--- src/lane_status_pkg.sv ---
// package for the lane 5 / lane 6 link status register bank
// assumes receiver inputs from another clock domain, the bank on sys_clk, and a plain strobe register port
// How it works
// - error flag set when count reaches threshold
// - bit 7 is bad disparity flag
// - bit 6 is not in table flag
// - bit 5 is unexpected control flag
// - bit 4 is interlane deskew done
// - bit 3 is initial lane sync
// - bit 2 is config checksum match
// - bit 1 is frame sync
// - bit 0 is code group sync
// - lane 5 uses lane 6 layout
package lane_status_pkg;
    localparam int ADDR_W = 12;
    localparam int DATA_W = 8;
    localparam int CNT_W  = 8;
    localparam int NLANES = 2;
    // register offsets
    localparam logic [11:0] LANE5_STATUS_ADDR = 12'h4B5;
    localparam logic [11:0] LANE6_STATUS_ADDR = 12'h4B6;
    localparam logic [11:0] IRQ_STATUS_ADDR   = 12'h4C0;
    localparam logic [11:0] IRQ_MASK_ADDR     = 12'h4C1;
    localparam logic [11:0] THRESHOLD_ADDR    = 12'h4C2;
    localparam logic [11:0] CTRL_ADDR         = 12'h4C3;
    // status byte bit positions
    localparam int BIT_BDE = 7;
    localparam int BIT_NIT = 6;
    localparam int BIT_UEK = 5;
    localparam int BIT_ILD = 4;
    localparam int BIT_ILS = 3;
    localparam int BIT_CKS = 2;
    localparam int BIT_FS  = 1;
    localparam int BIT_CGS = 0;
    // control register bit
    localparam int BIT_BYPASS = 0;
    // reset values
    localparam logic [7:0] STATUS_RESET    = 8'h00;
    localparam logic [7:0] THRESHOLD_RESET = 8'hFF;
    localparam logic [7:0] ZERO_BYTE       = 8'h00;
endpackage

--- src/lane_status_cell.sv ---
// one lane's status byte: threshold compares and sync status bits
// assumes error counts and sync levels already in the sys_clk domain
module lane_status_cell
(
    // clock and reset
    input  wire logic        sys_clk,
    input  wire logic        srst,
    // threshold
    input  wire logic [7:0]  threshold,
    // counts and levels from the receiver
    input  wire logic [7:0]  disparityCount,
    input  wire logic [7:0]  notInTableCount,
    input  wire logic [7:0]  unexpectedCount,
    input  wire logic        deskewDone,
    input  wire logic        initialLaneSync,
    input  wire logic        configSumMatch,
    input  wire logic        frameSync,
    input  wire logic        codeGroupSync,
    // status byte
    output logic      [7:0]  status
);
    logic [7:0] next_status;

    // assemble the status byte
    always_comb
    begin
        next_status = lane_status_pkg::STATUS_RESET;
        next_status[lane_status_pkg::BIT_BDE] = disparityCount >= threshold;
        next_status[lane_status_pkg::BIT_NIT] = notInTableCount >= threshold;
        next_status[lane_status_pkg::BIT_UEK] = unexpectedCount >= threshold;
        next_status[lane_status_pkg::BIT_ILD] = deskewDone;
        next_status[lane_status_pkg::BIT_ILS] = initialLaneSync;
        next_status[lane_status_pkg::BIT_CKS] = configSumMatch;
        next_status[lane_status_pkg::BIT_FS]  = frameSync;
        next_status[lane_status_pkg::BIT_CGS] = codeGroupSync;
    end

    // register the byte, clear on reset
    always_ff @(posedge sys_clk)
    begin
        if (srst)
            status <= lane_status_pkg::STATUS_RESET;
        else
            status <= next_status;
    end

    // flag follows threshold compare one cycle later
    bad_disp_a: assert property (@(posedge sys_clk) disable iff (srst)
        ##1 status[lane_status_pkg::BIT_BDE] == $past(disparityCount >= threshold))
        else $error("bad disparity flag wrong");
    nit_flag_a: assert property (@(posedge sys_clk) disable iff (srst)
        ##1 status[lane_status_pkg::BIT_NIT] == $past(notInTableCount >= threshold))
        else $error("not in table flag wrong");
    uek_flag_a: assert property (@(posedge sys_clk) disable iff (srst)
        ##1 status[lane_status_pkg::BIT_UEK] == $past(unexpectedCount >= threshold))
        else $error("unexpected control flag wrong");
    below_thresh_a: assert property (@(posedge sys_clk) disable iff (srst)
        (disparityCount < threshold) |=> !status[lane_status_pkg::BIT_BDE])
        else $error("flag set below threshold");
    sync_bits_a: assert property (@(posedge sys_clk) disable iff (srst)
        ##1 status[4:0] == $past({deskewDone, initialLaneSync, configSumMatch,
                                  frameSync, codeGroupSync}))
        else $error("sync bits wrong");
    reset_clear_a: assert property (@(posedge sys_clk)
        srst |=> status == lane_status_pkg::STATUS_RESET)
        else $error("status not cleared by reset");
endmodule

--- src/serial_lane_link_status.sv ---
// top of the lane 5 / lane 6 link status register bank
// assumes lane status inputs arrive from another clock domain (pins)
// and a register master on sys_clk with one-cycle strobes
//
// The implementer's own choice: the address-and-strobe port.
module serial_lane_link_status
#(
    parameter int NLANES = lane_status_pkg::NLANES
)
(
    // clock and reset
    input  wire logic                                 sys_clk,
    input  wire logic                                 srst,
    // register port
    input  wire logic [lane_status_pkg::ADDR_W-1:0]   regAddr,
    input  wire logic [lane_status_pkg::DATA_W-1:0]   regWrData,
    input  wire logic                                 regWrite,
    input  wire logic                                 regRead,
    output logic      [lane_status_pkg::DATA_W-1:0]   regRdData,
    // per-lane receiver state, index 0 is lane 5, index 1 is lane 6
    input  wire logic [NLANES-1:0][7:0]               disparityCount,
    input  wire logic [NLANES-1:0][7:0]               notInTableCount,
    input  wire logic [NLANES-1:0][7:0]               unexpectedCount,
    input  wire logic [NLANES-1:0]                    deskewDone,
    input  wire logic [NLANES-1:0]                    initialLaneSync,
    input  wire logic [NLANES-1:0]                    configSumMatch,
    input  wire logic [NLANES-1:0]                    frameSync,
    input  wire logic [NLANES-1:0]                    codeGroupSync,
    // interrupt
    output logic                                      irq
);
    localparam int W = 3 * 8 + 5;

    logic [7:0]                   error_count_threshold;
    logic                         alignment_sequence_bypass;
    logic [NLANES-1:0][W-1:0]     syncStage1;
    logic [NLANES-1:0][W-1:0]     syncStage2;
    logic [NLANES-1:0][7:0]       laneStatus;
    logic [NLANES-1:0][7:0]       prevStatus;
    logic [NLANES-1:0]            laneEvent;
    logic [NLANES-1:0]            irqStatus;
    logic [NLANES-1:0]            irqMask;
    logic [lane_status_pkg::DATA_W-1:0] next_rdData;

    // two-flop synchronisers on all receiver inputs
    always_ff @(posedge sys_clk)
    begin
        if (srst)
        begin
            syncStage1 <= '0;
            syncStage2 <= '0;
        end
        else
        begin
            for (int i = 0; i < NLANES; i++)
            begin
                syncStage1[i] <= {disparityCount[i], notInTableCount[i], unexpectedCount[i],
                                  deskewDone[i], initialLaneSync[i], configSumMatch[i],
                                  frameSync[i], codeGroupSync[i]};
            end
            syncStage2 <= syncStage1;
        end
    end

    // one status cell per lane, same layout for both
    generate
        for (genvar g = 0; g < NLANES; g++)
        begin : g_lane
            lane_status_cell u_cell
            (
                .sys_clk         (sys_clk),
                .srst            (srst),
                .threshold       (error_count_threshold),
                .disparityCount  (syncStage2[g][28:21]),
                .notInTableCount (syncStage2[g][20:13]),
                .unexpectedCount (syncStage2[g][12:5]),
                .deskewDone      (syncStage2[g][4]),
                .initialLaneSync (syncStage2[g][3]),
                .configSumMatch  (syncStage2[g][2]),
                .frameSync       (syncStage2[g][1]),
                .codeGroupSync   (syncStage2[g][0]),
                .status          (laneStatus[g])
            );
            // event: an error flag rises or a sync bit falls
            assign laneEvent[g] = |(laneStatus[g][7:5] & ~prevStatus[g][7:5])
                                | |(~laneStatus[g][4:0] & prevStatus[g][4:0]);
        end
    endgenerate

    // previous status for edge detection
    always_ff @(posedge sys_clk)
    begin
        if (srst)
            prevStatus <= '0;
        else
            prevStatus <= laneStatus;
    end

    // threshold and bypass control, writable
    always_ff @(posedge sys_clk)
    begin
        if (srst)
        begin
            error_count_threshold     <= lane_status_pkg::THRESHOLD_RESET;
            alignment_sequence_bypass <= 1'b0;
        end
        else if (regWrite)
        begin
            if (regAddr == lane_status_pkg::THRESHOLD_ADDR)
                error_count_threshold <= regWrData;
            if (regAddr == lane_status_pkg::CTRL_ADDR)
                alignment_sequence_bypass <= regWrData[lane_status_pkg::BIT_BYPASS];
        end
    end

    // sticky interrupt status, write one to clear, set wins
    always_ff @(posedge sys_clk)
    begin
        if (srst)
        begin
            irqStatus <= '0;
            irqMask   <= '0;
        end
        else
        begin
            if (regWrite && regAddr == lane_status_pkg::IRQ_STATUS_ADDR)
                irqStatus <= (irqStatus & ~regWrData[NLANES-1:0]) | laneEvent;
            else
                irqStatus <= irqStatus | laneEvent;
            if (regWrite && regAddr == lane_status_pkg::IRQ_MASK_ADDR)
                irqMask <= regWrData[NLANES-1:0];
        end
    end

    assign irq = |(irqStatus & irqMask);

    // read mux; status registers ignore writes
    always_comb
    begin
        next_rdData = lane_status_pkg::ZERO_BYTE;
        case (regAddr)
            lane_status_pkg::LANE5_STATUS_ADDR: next_rdData = laneStatus[0];
            lane_status_pkg::LANE6_STATUS_ADDR: next_rdData = laneStatus[1];
            lane_status_pkg::IRQ_STATUS_ADDR:   next_rdData[NLANES-1:0] = irqStatus;
            lane_status_pkg::IRQ_MASK_ADDR:     next_rdData[NLANES-1:0] = irqMask;
            lane_status_pkg::THRESHOLD_ADDR:    next_rdData = error_count_threshold;
            lane_status_pkg::CTRL_ADDR:
                next_rdData[lane_status_pkg::BIT_BYPASS] = alignment_sequence_bypass;
            default:                            next_rdData = lane_status_pkg::ZERO_BYTE;
        endcase
    end

    // read data valid only the cycle after the strobe
    always_ff @(posedge sys_clk)
    begin
        if (srst)
            regRdData <= lane_status_pkg::ZERO_BYTE;
        else if (regRead)
            regRdData <= next_rdData;
        else
            regRdData <= lane_status_pkg::ZERO_BYTE;
    end

    rd_lane6_a: assert property (@(posedge sys_clk) disable iff (srst)
        regRead && regAddr == lane_status_pkg::LANE6_STATUS_ADDR
        |=> regRdData == $past(laneStatus[1]))
        else $error("lane 6 read wrong");
    rd_lane5_a: assert property (@(posedge sys_clk) disable iff (srst)
        regRead && regAddr == lane_status_pkg::LANE5_STATUS_ADDR
        |=> regRdData == $past(laneStatus[0]))
        else $error("lane 5 read wrong");
    status_nowrite_a: assert property (@(posedge sys_clk) disable iff (srst)
        regWrite && regAddr == lane_status_pkg::LANE6_STATUS_ADDR
        |=> $stable(error_count_threshold) && $stable(irqMask))
        else $error("status write had an effect");
    irq_sticky_a: assert property (@(posedge sys_clk) disable iff (srst)
        laneEvent[0] |=> irqStatus[0])
        else $error("event lost");
    lane5_flag_c: cover property (@(posedge sys_clk) laneStatus[0][7]);
    lane6_sync_c: cover property (@(posedge sys_clk) laneStatus[1][4:0] == 5'h1F);
    irq_c:        cover property (@(posedge sys_clk) irq);
endmodule

--- config.mk ---
export PLATFORM = sky130hd
export DESIGN_NAME = serial_lane_link_status
export DESIGN_NICKNAME = d
export VERILOG_FILES = /design/src/lane_status_pkg.sv /design/src/lane_status_cell.sv /design/src/serial_lane_link_status.sv
export SDC_FILE = /design/constraint.sdc
export NUM_CORES = 1
export LEC_CHECK = 0
export ABC_AREA = 1
export BUFFER_PORTS_ARGS = -buffer_cell sky130_fd_sc_hd__buf_2
export CAP_MARGIN = 20
export CELL_PAD_IN_SITES_DETAIL_PLACEMENT = 0
export CELL_PAD_IN_SITES_GLOBAL_PLACEMENT = 1
export CORE_MARGIN = 5
export CORE_UTILIZATION = 40
export DETAILED_ROUTE_END_ITERATION = 10
export PLACE_DENSITY_LB_ADDON = 0.1
export SLEW_MARGIN = 20
export SYNTH_ARGS = -nofsm -noshare
export SYNTH_HDL_FRONTEND = slang
export SYNTH_HIERARCHICAL = 1
export SYNTH_SLANG_ARGS = --single-unit
--- constraint.sdc ---
create_clock -name sys_clk -period 1.7 [get_ports sys_clk]
set_input_delay 0.34 -clock sys_clk [delete_from_list [all_inputs] [get_ports sys_clk]]
set_output_delay 0.34 -clock sys_clk [all_outputs]
set_load 0.005 [all_outputs]
==> results of run 1 <==
[power by group through the flow]
| stage | sequential, mW | clock (mW) | combinational, mW |
|---|---|---|---|
| global placement | 4.24 | 0 | 0.382 |
| floorplan | 4.22 | 0 | 0.236 |
| CTS | 4.15 | 3.67 | 0.393 |
| finish | 4.15 | 3.56 | 0.384 |
| detailed placement | 4.24 | 0 | 0.390 |
| global route | 4.16 | 3.87 | 0.455 |
[worst max-delay path by stage]
| stage | slack [ps] | end | cells past startpoint |
|---|---|---|---|
| 6_report | 250 | irq | 2 |
| 5_1_grt | 100 | g_lane[0].u_cell/status[6]$_SDFF_PP0_ | 10 |
| 4_1_cts | 230 | irq | 2 |
| 3_5_place_dp | 80 | regRdData[3]$_SDFF_PP0_ | 8 |
| 3_3_place_gp | 130 | regRdData[3]$_SDFF_PP0_ | 8 |
| 2_1_floorplan | 460 | error_count_threshold[0]$_SDFFE_PP1P_ | 8 |
[worst max-delay path, cell delays in order, from the launching register on]
cell and delay, ps:
dfxtp_1 330, a22o_1 240, buf_2 130
[placed cells by master (no fill, tap or decap), types with 2 or more instances in the layout]
cell type,n
nand2_2,6
o21ai_0,9
buf_2,89
ha_1,48
clkinvlp_4,4
nand3_1,32
a21o_2,2
nand2_1,93
o21a_1,4
nor2_4,2
a21oi_1,23
inv_2,2
buf_12,2
inv_1,209
nand4_1,8
clkinv_2,4
nor2_2,5
nand3_2,2
dfxtp_1,169
clkbuf_16,17
nor3_1,3
nor2_1,188
inv_6,4
buf_4,3
o21ai_2,2
[flip-flops by register name, summed over array words and instances (netlist names)]
| signal | flops |
|---|---|
| alignment_sequence_bypass | 1 |
| prevStatus | 16 |
| regRdData | 8 |
| error_count_threshold | 8 |
| g_lane.u_cell/status | 16 |
| syncStage1 | 58 |
| irqMask | 2 |
| irqStatus | 2 |
| syncStage2 | 58 |
[routing by layer]
layer	vias to the layer above	global-route usage [%]	part of all wire (%)
li1	2626	-	-
met4	0	4.94	1.9
met3	18	4.24	4.7
met5	-	0	0
met1	2020	17.7	49
met2	86	22.1	45
[stage by stage]
stage / hold slack, ps / setup slack (ps) / total power, mW
final: 118 / 252 / 8.10
after global placement: 395 / 129 / 4.62
after detailed placement: 393 / 79.5 / 4.63
after CTS: 96.9 / 226 / 8.21
after global routing: 105 / 105 / 8.48
after floorplan: 388 / 463 / 4.46
[kinds of logic after synthesis]
family,Yosys count,share of synthesized area [%]
buffers and inverters,231,13.4
and+or+nand+nor,343,22.1
adders and majority gates,48,9.16
AOI/OAI and AO/OA,43,3.80
DFF,169,51.6
[layout make-up]
cell class              count  area share, %
repair buffers             94           6.51
well taps                 216           3.46
multi-input cells         434           29.5
clock buffers              17           5.45
flip-flops and latches    169           43.4
inverters                 211           10.2
clock inverters            14           1.59
==> out/results.ini, run 1 <==
[synthesis]
netlist_top_cells_count = 209 x inv_1, 188 x nor2_1, 169 x dfxtp_1
avgSynthCellArea_sq_um = 7.86
yosys.area.top_type = dfxtp_1
synth_edf_count = 0
netlist_area_sq_mm = 0.00656
synth_cell_types = 29
ys_seq_area_share_pct = 51.6
synth.most_common_cell = inv_1
synthFlopType = dfxtp_1
postSynth.asyncResetShare_pct = 0
ys_seq_elements = 169
synth_fp_nets = 964
synth_top_area_share_pct = 51.6
syn_inst = 834
yosys-top-cells-area = dfxtp_1 52%, inv_1 12%, nor2_1 11%
yosysWarnings = 6

[route]
num_vias = 4750
drtPass1Iterations = 4
post_drt_wl_per_cell_microns = 10.9
drc = 0
routed_via_density = 4.11
totalWireLength_microns = 12500
drt_iter0_markers = 212
ant_nets = 0

[setup_path]
cp.arrival_ps = 1110
regToRegEndpoint = g_lane[0].u_cell/status[6]$_SDFF_PP0_
r2r_cells = 8
worstSetupPathType = reg2out
rr_startpoint = error_count_threshold[5]$_SDFFE_PP1P_
endpoint_kind = output pin
worstPathMaxFanout = 3
startpoint_type = flip-flop
worstPathRequired_ps = 1360
crit_start = irqStatus[1]$_SDFF_PP0_
rrSetupSlack_ps = 300

[cts]
cts_setup_buffers = 0
clock_latency_ps = 420
cts.repair.resized = 0
cts_root_buf = clkbuf_16
cts_hold_buf = 0
cts_buffer_depth = 2
cts.sinks = 169
cts_tree = yes
htreeDepth = 4
clk_pin_slew_worst_paths_ps = 60
cts_buffers = 17

[timing]
final_max_slew_viol_count = 0
clock_skew_ps = 6.94
tightest_slew_ps = 388
finalSetupViolCount = 0
tns_ps = 0
hold_viol = 0
min_period_ps = 1450
fin_crit_sh_pct = 85.2
slew_headroom_pct = 74.1
max_freq_mhz = 691
grt_setup_unrepaired = no

[hold_path]
worstHoldPathType = in2reg
min_path_cells = 3
hold-path-endpoint = syncStage1[24]$_SDFF_PP0_
min_from = disparityCount[3]

[pwr]
p_per_area_mw_per_mm2 = 1040
p_sw_mw = 1.82
peakVddDrop_uv = 719
switching_share_pct = 22.5
p_int_mw = 6.28
clkPwrFrac_pct = 44.0
p_leak_nw = 4.21
comb_power_share_pct = 4.7
seqPwrFrac_pct = 51.2

[die]
core_area_sq_mm = 0.0160
placementRows = 46
die_x_microns = 138
ios = 91
die_y_microns = 138
initial_core_util_pct = 41.0
die-area_sq_mm = 0.0191

[global_route]
grt_max_degree = 76
grt_pass1_vias = 4660
grt_usage_pct = 13.8
antenna_found_initial = 0
grt_first_pass_wirelength_microns = 21700
overflow = 0

[final_layout]
nFillCells = 1667
fin_util_pct = 48.7
areaGrowthSynthToFinish_pct = 18.9
num-nets-final = 1057
regArea_sq_mm = 0.00338
instances_no_fill = 1155
antennaDiodeCount = 0
design_area_sq_mm = 0.00780
multi_input_area_sq_mm = 0.00230
drive_gt1_share_pct = 15.9

[place]
dpl_cell_area_sq_mm = 0.00725
dp_hpwl_microns = 9370
portBuffers = 90
place_congestion = 0.811
dp_cells = 1124

[run]
cap_violations = 0

[outcome]
status = finished clean

Note: power is estimated with default switching activity, not from simulation.
==> run 2: changes to the inputs <==
==> constraint.sdc (replaced) <==
create_clock -name sys_clk -period 1.7 [get_ports sys_clk]
set_input_delay 0.17 -clock sys_clk [delete_from_list [all_inputs] [get_ports sys_clk]]
set_output_delay 0.17 -clock sys_clk [all_outputs]
set_load 0.005 [all_outputs]
==> run 2 against run 1 <==
Effect of this change:
- flip-flop and latch count is the same
- utilization increased by 4.2 points
- critical path type is now reg2reg
- register-to-register slack barely moved
- wire length increased by 5.9%
==> out/results.ini, run 2 (synthesis results as in run 1) <==
[route]
drc = 0
drtPass1Iterations = 4
drt_iter0_markers = 216
post_drt_wl_per_cell_microns = 10.9
totalWireLength_microns = 13300
num_vias = 5081
ant_nets = 0
routed_via_density = 4.18

[die]
die_y_microns = 138
placementRows = 46
initial_core_util_pct = 41.0
die_x_microns = 138
ios = 91
die-area_sq_mm = 0.0191
core_area_sq_mm = 0.0160

[final_layout]
drive_gt1_share_pct = 15.2
num-nets-final = 1118
nFillCells = 1633
final_common_cell = inv_1
final_cell_mix = 209 x inv_1, 188 x nor2_1, 169 x dfxtp_1, 93 x nand2_1, 89 x buf_2
multi_input_area_sq_mm = 0.00230
design_area_sq_mm = 0.00848
instances_no_fill = 1217
regArea_sq_mm = 0.00338
areaGrowthSynthToFinish_pct = 29.3
reg.largest.list = syncStage1 (58), syncStage2 (58)
fin_util_pct = 53.0
antennaDiodeCount = 0

[global_route]
grt_pass1_vias = 5076
grt_max_degree = 42
grt_usage_pct = 14.6
overflow = 0
antenna_found_initial = 0
grt_first_pass_wirelength_microns = 23000

[cts]
clk_pin_slew_worst_paths_ps = 60
htreeDepth = 4
cts_hold_buf = 58
clock_latency_ps = 410
cts_setup_buffers = 0
cts_buffer_depth = 2
cts_buffers = 17
cts_tree = yes
cts.sinks = 169
cts.repair.resized = 0
cts_root_buf = clkbuf_16

[timing]
max_freq_mhz = 720
final_max_slew_viol_count = 0
clock_skew_ps = 9.66
tightest_slew_ps = 388
tns_ps = 0
grt_setup_unrepaired = no
hold_viol = 0
slew_headroom_pct = 74.2
finalSetupViolCount = 0
setup_ws_ps = 310
fin_crit_sh_pct = 81.7
holdWs_ps = 25.5
min_period_ps = 1390

[setup_path]
slowest_stage = dfxtp_1
cp.arrival_ps = 1700
worstPathMaxFanout = 4
critPathBufInv = 2
worst_path_largest_cell_delay_ps = 390
path_common_cell = nand2_1
critPathTopFamily = flip-flops
worstPathRequired_ps = 2010
worstSetupPathType = reg2reg
endpoint_kind = flip-flop
startpoint_type = flip-flop
worstPathCellList = inv_1 > ha_1 > nand2_1 > nand2_1 > nand2_1 > nand2_1 > nand2_1 > nand3_1 > nand2_1 > inv_1

[pwr]
p_leak_nw = 4.51
switching_share_pct = 21.1
clkPwrFrac_pct = 46.8
seqPwrFrac_pct = 47.6
comb_power_share_pct = 5.6
p_int_mw = 6.87
total_power_mw = 8.71
p_per_area_mw_per_mm2 = 1030
p_sw_mw = 1.84
peakVddDrop_uv = 862

[place]
portBuffers = 90
dp_slack_ps = 307
dpl_cell_area_sq_mm = 0.00726
place_congestion = 0.827
dp_hpwl_microns = 9800
dp_cells = 1127

[outcome]
status = finished clean

[run]
cap_violations = 0

[hold_path]
worstHoldPathType = in2reg

-- run 2: cell count changes in the layout (fill, tap and decap cells not counted), sizes merged --
cell,before,now
inv,215,214
clkinvlp,4,2
clkinv,5,4
bufinv,1,4
buf,94,97
clkbuf,17,19
dlygate4sd3,0,58
-- run 2: area by class of cell --
class                      count  share of cell area [%]
timing repair buffer         155                    13.0
inverter                     211                    9.34
multi-input combinational    434                    27.1
clock buffer                  19                    5.23
sequential                   169                    39.9
clock inverter                13                    2.26
tap                          216                    3.19
-- run 2: worst paths after layout --
kind / cells after the start / endpoint / startpoint / slack (ps)
max: 10 / g_lane[1].u_cell/status[6]$_SDFF_PP0_ / error_count_threshold[1]$_SDFFE_PP1P_ / 310
min: 3 / error_count_threshold[2]$_SDFFE_PP1P_ / regWrData[2] / 30
max reg2reg: 10 / g_lane[1].u_cell/status[6]$_SDFF_PP0_ / error_count_threshold[1]$_SDFFE_PP1P_ / 310
min reg2reg: 2 / syncStage2[57]$_SDFF_PP0_ / syncStage1[57]$_SDFF_PP0_ / 400
-- run 2: per-layer routing --
layer	wire (microns)	global-route usage, %	vias to the layer above
li1	-	-	2750
met1	6280	18.1	2237
met2	6300	24.6	88
met5	0	0	-
met4	110	5.04	0
met3	582	3.69	6
-- run 2: power by group through the flow --
stage	Clock, mW	Combinational (mW)	Sequential (mW)
floorplan	0	0.236	4.22
global placement	0	0.381	4.24
finish	4.07	0.488	4.15
CTS	4.18	0.496	4.15
detailed placement	0	0.391	4.24
global route	4.35	0.568	4.16
-- run 2: worst reg2reg max path, delay by kind of cell, from the launching register on --
kind / cells / cell delay [ps]
fa+ha+maj: 1 / 320
flops: 1 / 390
buf+inv: 2 / 190
simple gates: 7 / 400
==> run 3: changes to the inputs <==
ABC_AREA = 0   (was 1)
clock period = 1.3 ns   (was 1.7 ns; I/O delays follow)
==> run 3 against run 2 <==
Effect of this change:
- the flow now finishes with violations (negative setup slack)
- register-to-register slack got worse by 440 ps
- critical path depth fell by 4
- critical endpoint is now irqStatus[1]$_SDFF_PP0_
- clock skew fell by 4.2 ps
- clock power rose by 27%
- count of clock-buffer cells in the layout rose by 2
- utilization rose by 4.3 points
- hold slack got worse by 3.0 ps
- global-route usage rose by 0.81 points
- die area fell by 6.1%
==> out/results.ini, run 3 <==
[timing]
hold_viol = 0
slew_headroom_pct = 52.9
final_max_slew_viol_count = 0
tightest_slew_ps = 707
setup_ws_ps = -144
holdWs_ps = 22.4
fin_crit_sh_pct = 111
clock_skew_ps = 5.42
finalSetupViolCount = 12
min_period_ps = 1440
grt_setup_unrepaired = yes
max_freq_mhz = 692

[die]
initial_core_util_pct = 40.6
die-area_sq_mm = 0.0179
die_y_microns = 134
core_area_sq_mm = 0.0151
ios = 91
die_x_microns = 134
placementRows = 45

[synthesis]
netlist_top_cells_count = 169 x dfxtp_1, 134 x nor2b_1, 48 x ha_1
synth.most_common_cell = dfxtp_1
synthFlopType = dfxtp_1
synth_edf_count = 0
synth_top_area_share_pct = 55.2
postSynth.asyncResetShare_pct = 0
netlist_area_sq_mm = 0.00613
ys_seq_elements = 169
yosysWarnings = 6
synth_cell_types = 40
syn_inst = 572
avgSynthCellArea_sq_um = 10.7
yosys.area.top_type = dfxtp_1
ys_seq_area_share_pct = 55.2
yosys-top-cells-area = dfxtp_1 55%, nor2b_1 14%, ha_1 9.8%
synth_fp_nets = 702

[pwr]
clkPwrFrac_pct = 45.8
p_per_area_mw_per_mm2 = 1300
peakVddDrop_uv = 940
seqPwrFrac_pct = 48.2
p_sw_mw = 2.20
p_leak_nw = 3.67
p_int_mw = 9.04
switching_share_pct = 19.6
comb_power_share_pct = 6.0

[global_route]
grt_pass1_vias = 4348
overflow = 0
grt_first_pass_wirelength_microns = 21400
grt_usage_pct = 15.4
grt_max_degree = 162
antenna_found_initial = 0

[cts]
clock_latency_ps = 420
clk_pin_slew_worst_paths_ps = 60
cts.sinks = 169
cts_tree = yes
htreeDepth = 4
cts_buffers = 17
cts_root_buf = clkbuf_16
cts_buffer_depth = 2

[final_layout]
drive_gt1_share_pct = 28.0
final_cell_mix = 159 x dfxtp_1, 134 x nor2b_1, 87 x buf_2, 60 x dlygate4sd3_1, 31 x inv_1
antennaDiodeCount = 0
reg.largest.list = syncStage1 (58), syncStage2 (58)
instances_no_fill = 939
areaGrowthSynthToFinish_pct = 40.9
num-nets-final = 870
final_common_cell = dfxtp_1

[route]
drt_iter0_markers = 242
routed_via_density = 4.68
drc = 0
ant_nets = 0
num_vias = 4398
post_drt_wl_per_cell_microns = 14.1
totalWireLength_microns = 13300
drtPass1Iterations = 4

[place]
portBuffers = 90
dp_cells = 844
place_congestion = 0.834
dp_hpwl_microns = 8710

[setup_path]
endpoint = irqStatus[1]$_SDFF_PP0_
worstPathMaxFanout = 5
startpoint_type = primary input
regToRegEndpoint = g_lane[0].u_cell/status[6]$_SDFF_PP0_
worstSetupPathType = in2reg
r2r_cells = 6
rrSetupSlack_ps = -130
cp.arrival_ps = 1720
worstPathRequired_ps = 1580
crit_start = regAddr[5]
endpoint_kind = flip-flop
rr_startpoint = error_count_threshold[0]$_SDFFE_PP1P_

[hold_path]
worstHoldPathType = in2reg

[outcome]
violations = negative setup slack
status = finished, violations left

[run]
cap_violations = 0

-- run 3: cell types whose count changed after synthesis, sizes merged, moves of 25 or more --
cell | previous run | this run
nand3 | 35 | 10
nand2 | 100 | 1
nor2b | 0 | 134
inv | 211 | 45
nor2 | 196 | 25
-- run 3: repair_timing --
item | CTS | global route
hold buffers | 60 | 0
gates resized for setup | 68 | 20
endpoints found under the setup margin | 19 | 21
setup buffers | 3 | 2
hold endpoints to repair | 60 | 0
pin swaps | 22 | 18
-- run 3: layout make-up --
type                            count  area [sq um]
Clock buffer                       21           460
Clock inverter                      9           148
Fill cell                        1339          6450
Inverter                           45           201
Multi-Input combinational cell    334          2880
Sequential cell                   169          3410
Tap cell                          188           235
Timing Repair Buffer              173          1300
-- run 3: power by group through the flow --
| stage | Clock (mW) | Sequential [mW] | Combinational [mW] |
|---|---|---|---|
| after global placement | 0 | 5.53 | 0.493 |
| after floorplan | 0 | 5.51 | 0.295 |
| after detailed placement | 0 | 5.53 | 0.508 |
| after CTS | 5.28 | 5.42 | 0.668 |
| after global routing | 5.52 | 5.44 | 0.759 |
| final | 5.15 | 5.42 | 0.675 |
-- run 3: cell families after synthesis --
group | share of synthesized area (%)
AOI/OAI and AO/OA | 10.1
adders and majority gates | 9.80
buffers and inverters | 4.25
DFF | 55.2
muxes | 0.531
and+or+nand+nor | 20.1
-- run 3: worst max-delay path: stages --
cell     delay (ps)
buf_6            90
or4b_4          580
or4_4           570
buf_6           150
o21ai_2         110
a31oi_1          80
-- run 3: stage by stage --
step	cell area, sq um	power, mW	TNS (ps)	util [%]	worst slack, ps
after floorplan	6160	5.81	-6930	-	-502
after global placement	6920	6.02	-10060	45.9	-577
after detailed placement	6920	6.04	-10610	45.9	-620
after CTS	8460	11.4	-1160	56.1	-130
after global routing	8640	11.7	-1290	57.2	-156
final	8640	11.2	-1030	57.2	-144
-- run 3: worst min-delay path by stage --
stage                                   from                                     to  cells past startpoint
after floorplan                         srst  g_lane[0].u_cell/status[5]$_SDFF_PP0_                      1
after global placement     disparityCount[2]              syncStage1[23]$_SDFF_PP0_                      2
after detailed placement  notInTableCount[6]              syncStage1[19]$_SDFF_PP0_                      2
after CTS                               srst                regRdData[0]$_SDFF_PP0_                      3
after global routing                    srst                regRdData[0]$_SDFF_PP0_                      3
final                                   srst                regRdData[0]$_SDFF_PP0_                      3
-- run 3: layer usage --
metal / share of wire (%) / vias up / routed length, microns / GRT usage [%]
met4: 1.6 / 0 / 217 / 5.83
met2: 47 / 102 / 6270 / 24.8
met3: 5.6 / 20 / 743 / 4.88
li1: - / 2271 / - / -
met5: 0 / - / 0 / 0
met1: 46 / 2005 / 6060 / 19.3
